--- src/hdl/twrba_regs.svh ---
// byte addresses, widths and reset values of the timer's wide-register window
`ifndef TWRBA_REGS_SVH
`define TWRBA_REGS_SVH
`define TWRBA_ADDR_CNT_LO 3'h0
`define TWRBA_ADDR_CNT_HI 3'h1
`define TWRBA_ADDR_CMPA_LO 3'h2
`define TWRBA_ADDR_CMPA_HI 3'h3
`define TWRBA_ADDR_CMPB_LO 3'h4
`define TWRBA_ADDR_CMPB_HI 3'h5
`define TWRBA_ADDR_CAP_LO 3'h6
`define TWRBA_ADDR_CAP_HI 3'h7
`define TWRBA_HOLD_RST 8'h00
`define TWRBA_WIDE_RST 16'h0000
`endif

--- src/hdl/twrba_pkg.sv ---
// types shared by both ends of the wide-register byte access link
package twrba_pkg;
   typedef logic [2:0] twrba_addr_type;
   typedef logic [7:0] twrba_byte_type;
   typedef logic [15:0] twrba_word_type;
   typedef enum logic [1:0] {TWRBA_CNT, TWRBA_CMPA, TWRBA_CMPB, TWRBA_CAP} twrba_sel_type;
endpackage : twrba_pkg

--- src/hdl/twrba_if.sv ---
// byte bus between the processor end and the timer's register end
interface twrba_if;
   import twrba_pkg::*;
   logic wr_en;
   logic rd_en;
   twrba_addr_type addr;
   twrba_byte_type wdata;
   twrba_byte_type rdata;
   modport timer (input wr_en, input rd_en, input addr, input wdata, output rdata);
   modport cpu (output wr_en, output rd_en, output addr, output wdata, input rdata);
endinterface : twrba_if

--- src/hdl/twrba_timer.sv ---
// timer end: wide registers reached through one shared high-byte holding register
`include "twrba_regs.svh"
// Behaviour
// wide registers reached as two byte accesses
// one eight-bit holding register per timer
// holding register shared by all wide registers
// only low-byte access moves the wide word
// low write loads holding and byte together
// low read copies high half to holding
// compare reads bypass the holding register
// processor writes high byte before low byte
// processor reads low byte before high byte
// processor keeps interrupts off holding register
// high write updates holding; high read returns it
module twrba_timer
   import twrba_pkg::*;
(
   input wire logic CLOCK,
   input wire logic RST,
   twrba_if.timer BUS,
   input wire logic CNT_LOAD,
   input wire logic [15:0] CNT_NEXT,
   input wire logic CAP_LOAD,
   input wire logic [15:0] CAP_NEXT,
   output logic [15:0] CNT_VALUE,
   output logic [15:0] CMPA_VALUE,
   output logic [15:0] CMPB_VALUE,
   output logic [15:0] CAP_VALUE,
   output logic CNT_WRITTEN
);
   twrba_byte_type hold_ff;
   twrba_word_type cnt_ff;
   twrba_word_type cmpa_ff;
   twrba_word_type cmpb_ff;
   twrba_word_type cap_ff;
   twrba_byte_type rdata_ff;
   logic cnt_wr_ff;
   logic lo_acc;
   twrba_sel_type sel;
   twrba_word_type sel_word;

   // address bit 0 picks the byte
   assign lo_acc = (BUS.addr[0] == 1'b0);
   assign sel = twrba_sel_type'(BUS.addr[2:1]);

   always_comb begin
      unique case (sel)
         TWRBA_CNT: sel_word = cnt_ff;
         TWRBA_CMPA: sel_word = cmpa_ff;
         TWRBA_CMPB: sel_word = cmpb_ff;
         TWRBA_CAP: sel_word = cap_ff;
      endcase
   end

   // single holding byte
   // shared across every wide register
   always_ff @(posedge CLOCK) begin
      if (RST) begin
         hold_ff <= `TWRBA_HOLD_RST;
      end else if (BUS.wr_en && !lo_acc) begin
         // high write only updates holding
         hold_ff <= BUS.wdata;
      end else if (BUS.rd_en && lo_acc && sel != TWRBA_CMPA && sel != TWRBA_CMPB) begin
         // latch high half on low read
         // compare reads leave holding alone
         hold_ff <= sel_word[15:8];
      end
   end

   // wide write only on low byte
   // holding plus written byte, one cycle
   always_ff @(posedge CLOCK) begin
      if (RST) begin
         cnt_ff <= `TWRBA_WIDE_RST;
         cmpa_ff <= `TWRBA_WIDE_RST;
         cmpb_ff <= `TWRBA_WIDE_RST;
         cap_ff <= `TWRBA_WIDE_RST;
         cnt_wr_ff <= 1'b0;
      end else begin
         cnt_wr_ff <= BUS.wr_en && lo_acc && sel == TWRBA_CNT;
         // processor write wins over the count update in the same cycle
         if (BUS.wr_en && lo_acc && sel == TWRBA_CNT) begin
            cnt_ff <= {hold_ff, BUS.wdata};
         end else if (CNT_LOAD) begin
            cnt_ff <= CNT_NEXT;
         end
         if (BUS.wr_en && lo_acc && sel == TWRBA_CMPA) begin
            cmpa_ff <= {hold_ff, BUS.wdata};
         end
         if (BUS.wr_en && lo_acc && sel == TWRBA_CMPB) begin
            cmpb_ff <= {hold_ff, BUS.wdata};
         end
         if (BUS.wr_en && lo_acc && sel == TWRBA_CAP) begin
            cap_ff <= {hold_ff, BUS.wdata};
         end else if (CAP_LOAD) begin
            cap_ff <= CAP_NEXT;
         end
      end
   end

   // read data registered: available the cycle after rd_en
   always_ff @(posedge CLOCK) begin
      if (RST) begin
         rdata_ff <= 8'h00;
      end else if (BUS.rd_en) begin
         if (lo_acc) begin
            rdata_ff <= sel_word[7:0];
         end else if (sel == TWRBA_CMPA || sel == TWRBA_CMPB) begin
            // compare high byte straight from register
            rdata_ff <= sel_word[15:8];
         end else begin
            // high read returns holding
            rdata_ff <= hold_ff;
         end
      end
   end

   assign BUS.rdata = rdata_ff;
   assign CNT_VALUE = cnt_ff;
   assign CMPA_VALUE = cmpa_ff;
   assign CMPB_VALUE = cmpb_ff;
   assign CAP_VALUE = cap_ff;
   assign CNT_WRITTEN = cnt_wr_ff;
endmodule : twrba_timer

--- src/flat_wrapper.sv ---
// flat-port wrapper written by rule: the top's interface ports become plain ports
module twrba_timer_flat import twrba_pkg::*;
  (CLOCK, RST, CNT_LOAD, CNT_NEXT, CAP_LOAD, CAP_NEXT, CNT_VALUE, CMPA_VALUE, CMPB_VALUE, CAP_VALUE, CNT_WRITTEN, BUS_wr_en, BUS_rd_en, BUS_addr, BUS_wdata, BUS_rdata);
  twrba_if BUS_i ();
  input wire logic CLOCK;
  input wire logic RST;
  input wire logic CNT_LOAD;
  input wire logic [15:0] CNT_NEXT;
  input wire logic CAP_LOAD;
  input wire logic [15:0] CAP_NEXT;
  output logic [15:0] CNT_VALUE;
  output logic [15:0] CMPA_VALUE;
  output logic [15:0] CMPB_VALUE;
  output logic [15:0] CAP_VALUE;
  output logic CNT_WRITTEN;
  input wire logic [$bits(BUS_i.wr_en)-1:0] BUS_wr_en;
  input wire logic [$bits(BUS_i.rd_en)-1:0] BUS_rd_en;
  input wire logic [$bits(BUS_i.addr)-1:0] BUS_addr;
  input wire logic [$bits(BUS_i.wdata)-1:0] BUS_wdata;
  output wire logic [$bits(BUS_i.rdata)-1:0] BUS_rdata;
  assign BUS_i.wr_en = BUS_wr_en;
  assign BUS_i.rd_en = BUS_rd_en;
  assign BUS_i.addr = BUS_addr;
  assign BUS_i.wdata = BUS_wdata;
  assign BUS_rdata = BUS_i.rdata;
  twrba_timer u_core (.CLOCK(CLOCK), .RST(RST), .BUS(BUS_i), .CNT_LOAD(CNT_LOAD), .CNT_NEXT(CNT_NEXT), .CAP_LOAD(CAP_LOAD), .CAP_NEXT(CAP_NEXT), .CNT_VALUE(CNT_VALUE), .CMPA_VALUE(CMPA_VALUE), .CMPB_VALUE(CMPB_VALUE), .CAP_VALUE(CAP_VALUE), .CNT_WRITTEN(CNT_WRITTEN));
endmodule
--- config.mk ---
export PLATFORM = sky130hd
export DESIGN_NAME = twrba_timer_flat
export DESIGN_NICKNAME = d
export VERILOG_FILES = /design/src/hdl/twrba_pkg.sv /design/src/hdl/twrba_if.sv /design/src/hdl/twrba_timer.sv /design/src/flat_wrapper.sv
export VERILOG_INCLUDE_DIRS = /design/src /design/src/hdl
export SDC_FILE = /design/constraint.sdc
export NUM_CORES = 1
export LEC_CHECK = 0
export ABC_AREA = 1
export BUFFER_PORTS_ARGS = -buffer_cell sky130_fd_sc_hd__buf_2
export CAP_MARGIN = 30
export CORE_UTILIZATION = 55
export CTS_CLUSTER_DIAMETER = 200
export DETAILED_ROUTE_END_ITERATION = 8
export HOLD_SLACK_MARGIN = 0.06
export PLACE_DENSITY = 0.85
export SETUP_SLACK_MARGIN = 0.1
export SYNTH_ARGS = -nofsm -noshare
export SYNTH_HDL_FRONTEND = slang
export SYNTH_SLANG_ARGS = --single-unit
--- constraint.sdc ---
create_clock -name CLOCK -period 4.27 [get_ports CLOCK]
set_input_delay 0.854 -clock CLOCK [delete_from_list [all_inputs] [get_ports CLOCK]]
set_output_delay 0.854 -clock CLOCK [all_outputs]
set_load 0.01 [all_outputs]
==> metrics.md, run 1 <==
| Metric | Value |
|---|---|
| Arithmetic-cell share of the synthesized area counting full adders, half adders and majority gates | `0.0159` |
| Total core area | `6830 um^2` |
| Slowest library cell on the worst path | `sky130_fd_sc_hd__nand3_2` |
| Wire per inst | `16.7 um` |
| Area of the mapped netlist | `slightly below 4000 um^2` |
| Startpoint kind of the worst setup timing path | `input port` |
| Max Root-Sink Buffers | `2` |
| Worst setup EP type | `flip-flop` |
| Highest achievable clock rate | `391 MHz` |
| Number of ports placed on the die boundary | `122` |
| Overflow after GRT | `0` |
| Overall die area | `7480 um^2` |
| Number of cells after detailed placement | `761` |
| Non-Filler Instances | `just under 800` |
| Post-synthesis register bit count | `81` |
| Hold buffer count at cts | `0` |
| Via count of the first global-routing pass | `3734` |
| Worst vdd rail ir drop | `between 0.15 and 0.2 mV` |
| Initial cell density of the core | `0.574` |
| Total wire length | `13.0 mm` |
| Number of buffers added by the clock tree synthesis step | `9` |
| Seq/Total Area, Yosys | `0.413` |
| Number of vias after detailed routing | `4423` |
| Setup skew after layout | `0.00856 ns` |
| Main combinational cell family by area after synthesis | `simple AND/OR/NAND/NOR gates` |
| Final Net Count | `731` |
| Signed area change from the synthesized netlist to the final layout | `18.4%` |
| Detailed Place HPWL | `9.17 mm` |
| Mapped Cells | `a little under 600` |
| Required arrival time at the worst endpoint | `approximately 4.5 ns` |
| Part of the total power dissipated in the clock network | `0.306` |
| Number of gates given a new drive strength after cts | `0` |
| Unrepaired setup endpoints after global routing | `false` |
| Worst EP arrival | `2.77 ns` |
| Post-placement worst setup slack | `1.39 ns` |
| Post-detailed-route via-to-cell ratio | `approximately 5.7` |
| Clock sink count | `81` |
| Die Span Y | `between 80 and 90 um` |
| # diodes | `0` |
| Global-route wire length before repair | `19.9 mm` |
| Number of max-cap violations | `0` |
| Drt first-iter violations | `583` |
| Portion of netlist area occupied by mux cells | `0` |
| Type of the worst min-delay path | `flip-flop to flip-flop` |
| Number of detailed-route iterations in the first pass | `5` |
| CTS clock-pin slew for the worst setup and hold paths | `0.08 ns` |
| Largest net degree at the start of global routing | `43` |
| Ys Warns | `0` |
| Routability congestion estimate from global placement | `0.924` |
| Net switching share of the total power | `0.307` |
| Post-layout min period | `2.56 ns` |
| Minimum hold slack | `0.467 ns` |
| Mapped Nets | `roughly 640` |
| Overall fraction of global-route tracks in use | `0.352` |
| Combinational group share of total power | `0.162` |
| Dominant delay contributor by cell family on the critical path | `simple AND/OR/NAND/NOR gates` |
| Smallest setup slack after layout | `1.71 ns` |
| Number of failing setup endpoints in the final timing report | `0` |
| Total of fill cells in the finished design | `644` |
| Std-Cell Rows | `30` |
| Final worst path period share | `0.599` |
| Drt drc | `0` |
| XOR/XNOR Fraction of Synth Area | `0` |
| Width of the die | `86.5 um` |
| Overall power of the completed layout | `about 0.0016 W` |
| Total internal power | `0.00109 W` |
| Static power due to leakage | `between 2 and 2.5 nW` |
| Worst-skew pair later-pin latency | `0.35 ns` |
| Compound-gate portion of the synthesized area | `0.194` |
| Peak fanout along the critical path | `32` |
| Residual antenna-violating net count after detailed routing | `0` |
| Distinct cell type count after synthesis | `14` |
| Relative contribution of sequential cells to total power | `0.531` |
| Outcome | `finished clean` |
| Final setup TNS | `0 ns` |
| Port buffer count | `121` |
| Clk Tree Root Cell | `sky130_fd_sc_hd__clkbuf_8` |
| Share of final-layout standard cells stronger than drive strength 1 | `0.211` |
| Critical Path, Cell by Cell | `buf_2 > inv_1 > ha_1 > nand3_2 > o21ai_0 > a21oi_1` |
| Synthesized area per cell | `6.71 um^2` |
| Power per cell area | `340 nW/um^2` |
| Initial antenna violation count | `0` |
| Clock tree from TritonCTS | `done` |
| Bufs and invs on worst path | `2` |
| CP peak stage delay | `about 0.63 ns` |
| Sw power | `0.000485 W` |
| Post-synthesis simple-gate area fraction | `0.290` |
| Worst Tran Pin Value | `0.984 ns` |
| Type of the setup path with the least slack | `input port to flip-flop` |
| Max Transition Viols Final | `0` |
| Tightest slew margin relative to the limit | `0.343` |
| Total number of H-tree levels | `3` |
| Number of post-CTS setup repair buffers | `0` |
| Final hold violation count | `0` |
-- sequential cells by signal (all words and copies together), names as in the netlist --
name                flops
u_core.BUS.rdata        8
u_core.CAP_VALUE       16
u_core.CMPA_VALUE      16
u_core.CMPB_VALUE      16
u_core.CNT_VALUE       16
u_core.CNT_WRITTEN      1
u_core.hold_ff          8
-- metrics by stage --
stage | utilization | area, um^2
after floorplan | - | 3920
after global routing | 0.680 | 4640
after global placement | 0.654 | 4470
after detailed placement | 0.654 | 4470
final | 0.680 | 4640
after CTS | 0.678 | 4630
-- cell families (layout without fill, tap and decap cells) --
group,count (synthesis),in the layout
buffers and inverters,83,179
and+or+nand+nor,288,288
adders and majority gates,5,5
DFF,81,81
AOI/OAI and AO/OA,128,128
-- power groups by stage --
stage               Clock [W]  Combinational [W]  Sequential, W
floorplan                   0           0.000138       0.000857
global placement            0           0.000245       0.000854
detailed placement          0           0.000251       0.000854
CTS                  0.000483           0.000252       0.000836
global route         0.000520           0.000282       0.000843
finish               0.000483           0.000256       0.000839
-- layer usage --
| metal | wire, um | global-route usage |
|---|---|---|
| met1 | 5570 | 0.513 |
| met2 | 5590 | 0.514 |
| met3 | 1300 | 0.0505 |
| met4 | 528 | 0.161 |
| met5 | 0 | 0 |
-- tightest hold or removal path, cell delays in order (launching register included) --
cell,delay (ns)
sky130_fd_sc_hd__dfxtp_1,0.33
sky130_fd_sc_hd__inv_1,0.05
sky130_fd_sc_hd__a21oi_1,0.05
-- area by class of cell --
cell class | instances | area [um^2] | area share
tap | 96 | 120 | 0.0259
timing repair buffer | 123 | 628 | 0.135
clock inverter | 6 | 36.3 | 0.00781
multi-input combinational | 421 | 1960 | 0.422
clock buffer | 9 | 124 | 0.0267
inverter | 41 | 154 | 0.0331
sequential | 81 | 1620 | 0.349
-- synth_stat cells, drive strengths merged --
| master | number | area, um^2 |
|---|---|---|
| nand2 | 169 | 634 |
| nor2 | 90 | 338 |
| dfxtp | 81 | 1620 |
| a21oi | 48 | 240 |
| o21ai | 48 | 240 |
| inv | 41 | 154 |
| a311oi | 32 | 280 |
| nand3 | 29 | 165 |
| buf | 24 | 120 |
| clkbuf | 18 | 67.6 |
| ha | 5 | 62.6 |
-- placed cells by master, fill, tap and decap left out, types with 2 or more instances in the layout --
cell,instances
sky130_fd_sc_hd__nand2_1,169
sky130_fd_sc_hd__buf_2,121
sky130_fd_sc_hd__nor2_1,90
sky130_fd_sc_hd__dfxtp_1,81
sky130_fd_sc_hd__a21oi_1,48
sky130_fd_sc_hd__o21ai_0,46
sky130_fd_sc_hd__inv_1,39
sky130_fd_sc_hd__a311oi_1,32
sky130_fd_sc_hd__nand3_1,25
sky130_fd_sc_hd__clkbuf_8,9
sky130_fd_sc_hd__ha_1,5
sky130_fd_sc_hd__nand3_2,4
sky130_fd_sc_hd__clkinv_2,4
sky130_fd_sc_hd__inv_2,2
sky130_fd_sc_hd__o21ai_1,2
-- path summary, 6_finish.rpt --
check                                          start                   end  slack (ns)  cells after the start
worst max-delay path                     BUS_addr[2]  u_core.CMPA_VALUE[7]        1.71                      6
worst min-delay path            u_core.CMPA_VALUE[4]  u_core.CMPA_VALUE[4]        0.47                      2
worst max register to register  u_core.CMPA_VALUE[9]   u_core.BUS.rdata[1]        3.15                      6
worst min register to register  u_core.CMPA_VALUE[4]  u_core.CMPA_VALUE[4]        0.47                      2
Power figures use the tool's default switching activity.
==> run 2: changes to the inputs <==
--- a/config.mk
+++ b/config.mk
@@ -6,14 +6,14 @@
 export SDC_FILE = /design/constraint.sdc
 export NUM_CORES = 1
 export LEC_CHECK = 0
-export ABC_AREA = 1
+export ABC_AREA = 0
 export BUFFER_PORTS_ARGS = -buffer_cell sky130_fd_sc_hd__buf_2
 export CAP_MARGIN = 30
-export CORE_UTILIZATION = 55
+export CORE_UTILIZATION = 51
 export CTS_CLUSTER_DIAMETER = 200
 export DETAILED_ROUTE_END_ITERATION = 8
 export HOLD_SLACK_MARGIN = 0.06
-export PLACE_DENSITY = 0.85
+export PLACE_DENSITY = 0.8
 export SETUP_SLACK_MARGIN = 0.1
 export SYNTH_ARGS = -nofsm -noshare
 export SYNTH_HDL_FRONTEND = slang
==> constraint.sdc (replaced) <==
create_clock -name CLOCK -period 2.66 [get_ports CLOCK]
set_input_delay 0.532 -clock CLOCK [delete_from_list [all_inputs] [get_ports CLOCK]]
set_output_delay 0.532 -clock CLOCK [all_outputs]
set_load 0.01 [all_outputs]
==> run 2 against run 1 <==
Compared with the run above: first-iteration DRC count decreased by 34%; clock-buffer cell count rose by 2; sequential share of layout area shrank 0.31 points.
==> metrics.md, run 2 <==
| Metric | Value |
|---|---|
| Post-detailed-route via-to-cell ratio | `5.96 (was 5.69)` |
| Main combinational cell family by area after synthesis | `compound AO/OA/AOI/OAI gates (was simple AND/OR/NAND/NOR gates)` |
| Total wire length | `12.5 mm (was 13.0 mm)` |
| Worst EP arrival | `2.31 ns (was 2.77 ns)` |
| Overall fraction of global-route tracks in use | `0.319 (was 0.352)` |
| Mapped Nets | `516 (was 639)` |
| Std-Cell Rows | `31 (was 30)` |
| Wire per inst | `18.7 um (was 16.7 um)` |
| CP peak stage delay | `0.68 ns (was 0.63 ns)` |
| Signed area change from the synthesized netlist to the final layout | `21.4% (was 18.4%)` |
| Type of the worst min-delay path | `flip-flop to flip-flop (unchanged)` |
| Portion of netlist area occupied by mux cells | `0.0830 (was 0)` |
| Compound-gate portion of the synthesized area | `0.247 (was 0.194)` |
| Number of vias after detailed routing | `3972 (was 4423)` |
| Number of ports placed on the die boundary | `122 (unchanged)` |
| Startpoint kind of the worst setup timing path | `input port (unchanged)` |
| Number of max-cap violations | `0 (unchanged)` |
| Arithmetic-cell share of the synthesized area counting full adders, half adders and majority gates | `0.0162 (was 0.0159)` |
| Post-synthesis simple-gate area fraction | `0.183 (was 0.290)` |
| Tightest slew margin relative to the limit | `0.451 (was 0.343)` |
| Port buffer count | `121 (unchanged)` |
| Max Transition Viols Final | `0 (unchanged)` |
| Initial antenna violation count | `0 (unchanged)` |
| Overflow after GRT | `0 (unchanged)` |
| Number of buffers added by the clock tree synthesis step | `9 (unchanged)` |
| Max Root-Sink Buffers | `2 (unchanged)` |
| Drt drc | `0 (unchanged)` |
| Initial cell density of the core | `0.529 (was 0.574)` |
| Share of Yosys cell area claimed by the top area cell type | `0.420 (was 0.413)` |
| Most frequent cells in the layout | `121 x sky130_fd_sc_hd__buf_2, 84 x sky130_fd_sc_hd__nand2_1, 81 x sky130_fd_sc_hd__dfxtp_1, 57 x sky130_fd_sc_hd__a21oi_1, 35 x sky130_fd_sc_hd__nor2_1 (was 169 x sky130_fd_sc_hd__nand2_1, 121 x sky130_fd_sc_hd__buf_2, 90 x sky130_fd_sc_hd__nor2_1, 81 x sky130_fd_sc_hd__dfxtp_1, 48 x sky130_fd_sc_hd__a21oi_1)` |
| Cell with the most instances after synthesis | `sky130_fd_sc_hd__nand2_1 (unchanged)` |
| Hold depth | `2 (unchanged)` |
| Global-route wire length before repair | `18.5 mm (was 19.9 mm)` |
| Hold Path Origin | `u_core.CMPA_VALUE[4] (unchanged)` |
| End point of the most critical hold path | `u_core.CMPA_VALUE[4] (unchanged)` |
| Setup skew after layout | `0.00728 ns (was 0.00856 ns)` |
| Number of cells after detailed placement | `652 (was 761)` |
| XOR/XNOR Fraction of Synth Area | `0 (unchanged)` |
| Number of detailed-route iterations in the first pass | `4 (was 5)` |
| Final Net Count | `618 (was 731)` |
| Minimum hold slack | `0.476 ns (was 0.467 ns)` |
| Peak fanout along the critical path | `19 (was 32)` |
| Largest net degree at the start of global routing | `53 (was 43)` |
| EDFF count, synth | `0 (unchanged)` |
| Most used DFF post-synth | `sky130_fd_sc_hd__dfxtp_1 (unchanged)` |
| Final worst path period share | `0.767` |
| Overall die area | `7920 um^2 (was 7480 um^2)` |
| Static power due to leakage | `2.07 nW (was 2.18 nW)` |
| Total number of H-tree levels | `3 (unchanged)` |
| Bufs and invs on worst path | `2 (unchanged)` |
| RR Endpoint | `u_core.BUS.rdata[2] (was u_core.BUS.rdata[1])` |
| Number of gates given a new drive strength after cts | `0 (unchanged)` |
| Post-placement worst setup slack | `0.324 ns (was 1.39 ns)` |
| Highest achievable clock rate | `490 MHz` |
| Hold buffer count at cts | `0 (unchanged)` |
| Smallest setup slack after layout | `0.621 ns (was 1.71 ns)` |
| Worst setup EP type | `flip-flop (unchanged)` |
| Required arrival time at the worst endpoint | `2.94 ns (was 4.48 ns)` |
| Most common library cells after synthesis | `84 x sky130_fd_sc_hd__nand2_1, 81 x sky130_fd_sc_hd__dfxtp_1, 57 x sky130_fd_sc_hd__a21oi_1, 35 x sky130_fd_sc_hd__nor2_1 (was 169 x sky130_fd_sc_hd__nand2_1, 90 x sky130_fd_sc_hd__nor2_1, 81 x sky130_fd_sc_hd__dfxtp_1, 48 x sky130_fd_sc_hd__a21oi_1, 46 x sky130_fd_sc_hd__o21ai_0)` |
| Power per cell area | `578 nW/um^2 (was 340 nW/um^2)` |
| Detailed Place HPWL | `8.74 mm (was 9.17 mm)` |
| Critical Path, Cell by Cell | `buf_2 > inv_1 > ha_1 > and2_1 > nand2_1 > a21oi_1 (was buf_2 > inv_1 > ha_1 > nand3_2 > o21ai_0 > a21oi_1)` |
| CTS clock-pin slew for the worst setup and hold paths | `0.07 ns (was 0.08 ns)` |
| Residual antenna-violating net count after detailed routing | `0 (unchanged)` |
| Total of fill cells in the finished design | `662 (was 644)` |
| Number of failing setup endpoints in the final timing report | `0 (unchanged)` |
| Width of the die | `89.0 um (was 86.5 um)` |
| Outcome | `finished clean (unchanged)` |
| Post-layout min period | `2.04 ns` |
| Non-Filler Instances | `666 (was 777)` |
| Clock sink count | `81 (unchanged)` |
| Total core area | `7290 um^2 (was 6830 um^2)` |
| Mapped Cells | `462 (was 585)` |
| Worst vdd rail ir drop | `0.261 mV (was 0.179 mV)` |
| Worst-skew pair later-pin latency | `0.35 ns (about the same)` |
| Post-Place Cell Area | `4470 um^2 (unchanged)` |
| Post-synth top area cell | `sky130_fd_sc_hd__dfxtp_1 (unchanged)` |
| Worst Tran Pin Value | `0.823 ns (was 0.984 ns)` |
| Register-to-Register Setup Slack | `1.48 ns (was 3.15 ns)` |
| Distinct cell type count after synthesis | `26 (was 14)` |
| Number of post-CTS setup repair buffers | `0 (unchanged)` |
| Seq/Total Area, Yosys | `0.420 (was 0.413)` |
| Final setup TNS | `0 ns (unchanged)` |
| Area of the mapped netlist | `3860 um^2 (was 3920 um^2)` |
| Slowest library cell on the worst path | `sky130_fd_sc_hd__ha_1 (was sky130_fd_sc_hd__nand3_2)` |
| Final design area excluding fillers | `4690 um^2 (was 4640 um^2)` |
| Clk Tree Root Cell | `sky130_fd_sc_hd__clkbuf_8 (unchanged)` |
| # diodes | `0 (unchanged)` |
| R2r startpoint | `u_core.CMPB_VALUE[10] (was u_core.CMPA_VALUE[9])` |
| Worst reg-to-reg path cell count | `4 (was 6)` |
| CP startpoint | `BUS_addr[1] (was BUS_addr[2])` |
| Dominant delay contributor by cell family on the critical path | `simple AND/OR/NAND/NOR gates (unchanged)` |
| Most common library cell in the layout ignoring fill and taps | `sky130_fd_sc_hd__buf_2 (was sky130_fd_sc_hd__nand2_1)` |
| Unrepaired setup endpoints after global routing | `false (unchanged)` |
| Routability congestion estimate from global placement | `0.917 (was 0.924)` |
| Share of final-layout standard cells stronger than drive strength 1 | `0.259 (was 0.211)` |
| FFs w/ async S/R, synth | `0 (unchanged)` |
| Clock tree from TritonCTS | `done (unchanged)` |
| Die Span Y | `89.0 um (was 86.5 um)` |
| Via count of the first global-routing pass | `3424 (was 3734)` |
| Post-synthesis register bit count | `81 (unchanged)` |
| Top post-synthesis cells by area | `sky130_fd_sc_hd__dfxtp_1 42%, sky130_fd_sc_hd__mux2i_1 8.3%, sky130_fd_sc_hd__nand2_1 8.2%, sky130_fd_sc_hd__a21oi_1 7.4%, sky130_fd_sc_hd__a211oi_1 6.2% (was sky130_fd_sc_hd__dfxtp_1 41%, sky130_fd_sc_hd__nand2_1 16%, sky130_fd_sc_hd__nor2_1 8.6%, sky130_fd_sc_hd__a311oi_1 7.1%, sky130_fd_sc_hd__a21oi_1 6.1%)` |
| Drt first-iter violations | `386 (was 583)` |
| Ys Warns | `0 (unchanged)` |
| Final hold violation count | `0 (unchanged)` |
| Synthesized area per cell | `8.35 um^2 (was 6.71 um^2)` |
| Type of the setup path with the least slack | `input port to flip-flop (unchanged)` |
## run 2: cell count changes after synthesis, moves of 32 or more
cell	before	now
sky130_fd_sc_hd__a211oi_1	0	32
sky130_fd_sc_hd__a311oi_1	32	0
sky130_fd_sc_hd__inv_1	39	2
sky130_fd_sc_hd__mux2i_1	0	32
sky130_fd_sc_hd__nand2_1	169	84
sky130_fd_sc_hd__nor2_1	90	35
sky130_fd_sc_hd__o21ai_0	46	0
## run 2: how the worst max path moves through the flow
stage / endpoint / cells after the start / slack (ns)
3_3_place_gp: u_core.CMPB_VALUE[3] / 6 / 0.38
6_report: u_core.CMPB_VALUE[13] / 6 / 0.62
2_1_floorplan: u_core.hold_ff[0] / 7 / 0.81
4_1_cts: u_core.CMPB_VALUE[0] / 6 / 0.66
5_1_grt: u_core.CMPB_VALUE[2] / 6 / 0.48
3_5_place_dp: u_core.CMPB_VALUE[0] / 6 / 0.32
## run 2: worst register-to-register path: stages (launching register included)
cell and delay [ns]:
sky130_fd_sc_hd__dfxtp_1 0.34, sky130_fd_sc_hd__a22oi_1 0.27, sky130_fd_sc_hd__nand2_1 0.17, sky130_fd_sc_hd__o2111ai_1 0.15, sky130_fd_sc_hd__o211ai_1 0.13
## run 2: area by class of cell
cell class	count	area [um^2]	area share
multi-input cells	340	2040	0.436
well taps	99	124	0.0264
repair buffers	130	673	0.144
clock inverters	3	65.1	0.0139
clock buffers	11	151	0.0323
flip-flops and latches	81	1620	0.346
inverters	2	7.51	0.00160
## run 2: stage by stage
step	util	total power, W
finish	0.643	0.00271
global placement	0.613	0.00172
floorplan	-	0.00156
detailed placement	0.613	0.00173
global route	0.643	0.00280
CTS	0.643	0.00271
## run 2: layer usage
| layer | up-vias | routed length, um | GRT usage |
|---|---|---|---|
| li1 | 1866 | - | - |
| met1 | 1853 | 5440 | 0.432 |
| met2 | 214 | 5480 | 0.479 |
| met3 | 39 | 1040 | 0.0600 |
| met4 | 0 | 522 | 0.180 |
| met5 | - | 0 | 0 |
## run 2: power by group
part	internal (W)	leakage [nW]	switching, W
logic	0.000150	1.30	0.000232
registers	0.00127	0.662	0.0000614
clock network	0.000568	0.111	0.000429
total	0.00199	2.07	0.000722
## run 2: kinds of logic after synthesis
logic type | count (synthesis)
adder cells (fa/ha/maj) | 5
multiplexers | 32
buffers and inverters | 41
AND/OR/NAND/NOR | 158
AO/OA/AOI/OAI | 145
flip-flops | 81
==> run 3: changes to the inputs <==
==> constraint.sdc (replaced) <==
create_clock -name CLOCK -period 2 [get_ports CLOCK]
set_input_delay 0.4 -clock CLOCK [delete_from_list [all_inputs] [get_ports CLOCK]]
set_output_delay 0.4 -clock CLOCK [all_outputs]
set_load 0.01 [all_outputs]
==> run 3 against run 2 <==
Compared with the run above: die area did not move; clock-buffer cell count fell by 1; power rose by 34%; via count rose by 2.3%; worst setup slack got worse by 0.14 ns; cell count rose by 1.5%; first-iteration DRC count rose by 3.6%; critical path depth rose by 1; critical path type unchanged; non-clock buffer count rose by 8.
==> metrics.md, run 3 (synthesized netlist as in run 2, its figures left out) <==
| Metric | Value |
|---|---|
| Via count of the first global-routing pass | `3415 (was 3424)` |
| Share of final-layout standard cells stronger than drive strength 1 | `0.272 (was 0.259)` |
| Final setup TNS | `0 ns (unchanged)` |
| Highest achievable clock rate | `659 MHz` |
| Drt first-iter violations | `400 (was 386)` |
| # diodes | `0 (unchanged)` |
| Worst vdd rail ir drop | `0.472 mV (was 0.261 mV)` |
| Number of failing setup endpoints in the final timing report | `0 (unchanged)` |
| Critical Path, Cell by Cell | `buf_2 > inv_1 > ha_1 > nor4b_4 > buf_4 > nand3_1 > a21oi_1 (was buf_2 > inv_1 > ha_1 > and2_1 > nand2_1 > a21oi_1)` |
| Outcome | `finished clean (unchanged)` |
| Most common library cell in the layout ignoring fill and taps | `sky130_fd_sc_hd__buf_2 (unchanged)` |
| Number of gates given a new drive strength after cts | `0 (unchanged)` |
| Drt drc | `0 (unchanged)` |
| Worst setup EP type | `flip-flop (unchanged)` |
| Number of ports placed on the die boundary | `122 (unchanged)` |
| Most frequent cells in the layout | `121 x sky130_fd_sc_hd__buf_2, 84 x sky130_fd_sc_hd__nand2_1, 81 x sky130_fd_sc_hd__dfxtp_1, 57 x sky130_fd_sc_hd__a21oi_1, 35 x sky130_fd_sc_hd__nor2_1 (unchanged)` |
| Total number of H-tree levels | `3 (unchanged)` |
| Non-Filler Instances | `676 (was 666)` |
| Port buffer count | `121 (unchanged)` |
| Final Net Count | `626 (was 618)` |
| Tightest slew margin relative to the limit | `0.591 (was 0.451)` |
| Slowest library cell on the worst path | `sky130_fd_sc_hd__nor4b_4 (was sky130_fd_sc_hd__ha_1)` |
| Static power due to leakage | `2.12 nW (was 2.07 nW)` |
| Overall power of the completed layout | `0.00364 W (was 0.00271 W)` |
| Number of detailed-route iterations in the first pass | `5 (was 4)` |
| Register-to-Register Setup Slack | `0.94 ns (was 1.48 ns)` |
| Largest net degree at the start of global routing | `53 (unchanged)` |
| Clock tree from TritonCTS | `done (unchanged)` |
| Wire per inst | `18.8 um (was 18.7 um)` |
| Total wire length | `12.7 mm (was 12.5 mm)` |
| CTS clock-pin slew for the worst setup and hold paths | `0.08 ns (was 0.07 ns)` |
| Signed area change from the synthesized netlist to the final layout | `23.6% (was 21.4%)` |
| Initial antenna violation count | `0 (unchanged)` |
| Routability congestion estimate from global placement | `0.960 (was 0.917)` |
| Number of vias after detailed routing | `4064 (was 3972)` |
| Setup skew after layout | `0.00913 ns (was 0.00728 ns)` |
| Type of the setup path with the least slack | `input port to flip-flop (unchanged)` |
| Number of max-cap violations | `0 (unchanged)` |
| Overall fraction of global-route tracks in use | `0.321 (was 0.319)` |
| Overflow after GRT | `0 (unchanged)` |
| Clk Tree Root Cell | `sky130_fd_sc_hd__clkbuf_8 (unchanged)` |
| Final hold violation count | `0 (unchanged)` |
| Die Span Y | `89.0 um (unchanged)` |
| Detailed Place HPWL | `9.13 mm (was 8.74 mm)` |
| Required arrival time at the worst endpoint | `2.29 ns (was 2.94 ns)` |
| Peak fanout along the critical path | `11 (was 19)` |
| Worst EP arrival | `1.80 ns (was 2.31 ns)` |
| Post-layout min period | `about 1.5 ns` |
| Worst-skew pair later-pin latency | `0.36 ns (was 0.35 ns)` |
| Max Root-Sink Buffers | `2 (unchanged)` |
| Residual antenna-violating net count after detailed routing | `0 (unchanged)` |
| Startpoint kind of the worst setup timing path | `input port (unchanged)` |
| Worst Tran Pin Value | `0.612 ns (was 0.823 ns)` |
| Std-Cell Rows | `31 (unchanged)` |
| Number of buffers added by the clock tree synthesis step | `9 (unchanged)` |
| Overall die area | `7920 um^2 (unchanged)` |
| Post-detailed-route via-to-cell ratio | `6.01 (was 5.96)` |
| Number of post-CTS setup repair buffers | `0 (unchanged)` |
| Clock sink count | `81 (unchanged)` |
| Type of the worst min-delay path | `input port to flip-flop (was flip-flop to flip-flop)` |
| Hold buffer count at cts | `0 (unchanged)` |
| Width of the die | `89.0 um (unchanged)` |
| Final worst path period share | `0.759` |
| Smallest setup slack after layout | `0.483 ns (was 0.621 ns)` |
| Power per cell area | `763 nW/um^2 (was 578 nW/um^2)` |
| Total core area | `7290 um^2 (unchanged)` |
| Unrepaired setup endpoints after global routing | `false (unchanged)` |
| Global-route wire length before repair | `18.6 mm (was 18.5 mm)` |
| Initial cell density of the core | `0.529 (unchanged)` |
| Number of cells after detailed placement | `660 (was 652)` |
| Minimum hold slack | `0.354 ns (was 0.476 ns)` |
| Max Transition Viols Final | `0 (unchanged)` |
| Post-placement worst setup slack | `0.161 ns (was 0.324 ns)` |
| CP peak stage delay | `0.41 ns (was 0.68 ns)` |
## run 3: cell types whose count changed in the layout (fill, tap and decap cells not counted)
| cell | change |
|---|---|
| sky130_fd_sc_hd__buf_4 | +7 |
| sky130_fd_sc_hd__buf_12 | +1 |
| sky130_fd_sc_hd__clkbuf_8 | -1 |
| sky130_fd_sc_hd__clkinv_4 | +1 |
| sky130_fd_sc_hd__clkinvlp_4 | +1 |
| sky130_fd_sc_hd__inv_6 | +1 |
## run 3: metrics by stage
step | area (um^2) | utilization
2_1_floorplan | 3860 | -
3_3_place_gp | 4540 | 0.623
3_5_place_dp | 4540 | 0.623
4_1_cts | 4770 | 0.654
5_1_grt | 4770 | 0.654
6_report | 4770 | 0.654
## run 3: final timing paths
check / start / to / cells after the start
hold / removal: BUS_wdata[2] / u_core.CMPB_VALUE[2] / 3
setup reg to reg: u_core.CMPB_VALUE[10] / u_core.BUS.rdata[2] / 4
hold reg to reg: u_core.CMPB_VALUE[2] / u_core.CMPB_VALUE[2] / 2
setup / recovery: BUS_addr[2] / u_core.hold_ff[3] / 7
## run 3: layout make-up
type | instances | area, um^2
clock buffer | 10 | 138
clock inverter | 6 | 90.1
multi-input combinational | 340 | 2040
sequential | 81 | 1620
fill | 689 | 2520
inverter | 2 | 7.51
tap | 99 | 124
timing repair buffer | 138 | 746
## run 3: worst max-delay path, delay by kind of cell
kind	cells	cell delay [ns]
buffers and inverters	3	0.41
and+or+nand+nor	2	0.50
AOI/OAI and AO/OA	1	0.14
adders and majority gates	1	0.34
## run 3: metal layers
metal / track usage / vias to the layer above / wire length [um]
met3: 0.0526 / 43 / 1270
met2: 0.485 / 271 / 5560
met4: 0.134 / 0 / 483
li1: - / 1879 / -
met5: 0 / - / 0
met1: 0.456 / 1871 / 5370
## run 3: report_power, final
part | internal [W] | switching (W)
logic | 0.000211 | 0.000307
registers | 0.00169 | 0.0000818
clock network | 0.000741 | 0.000610
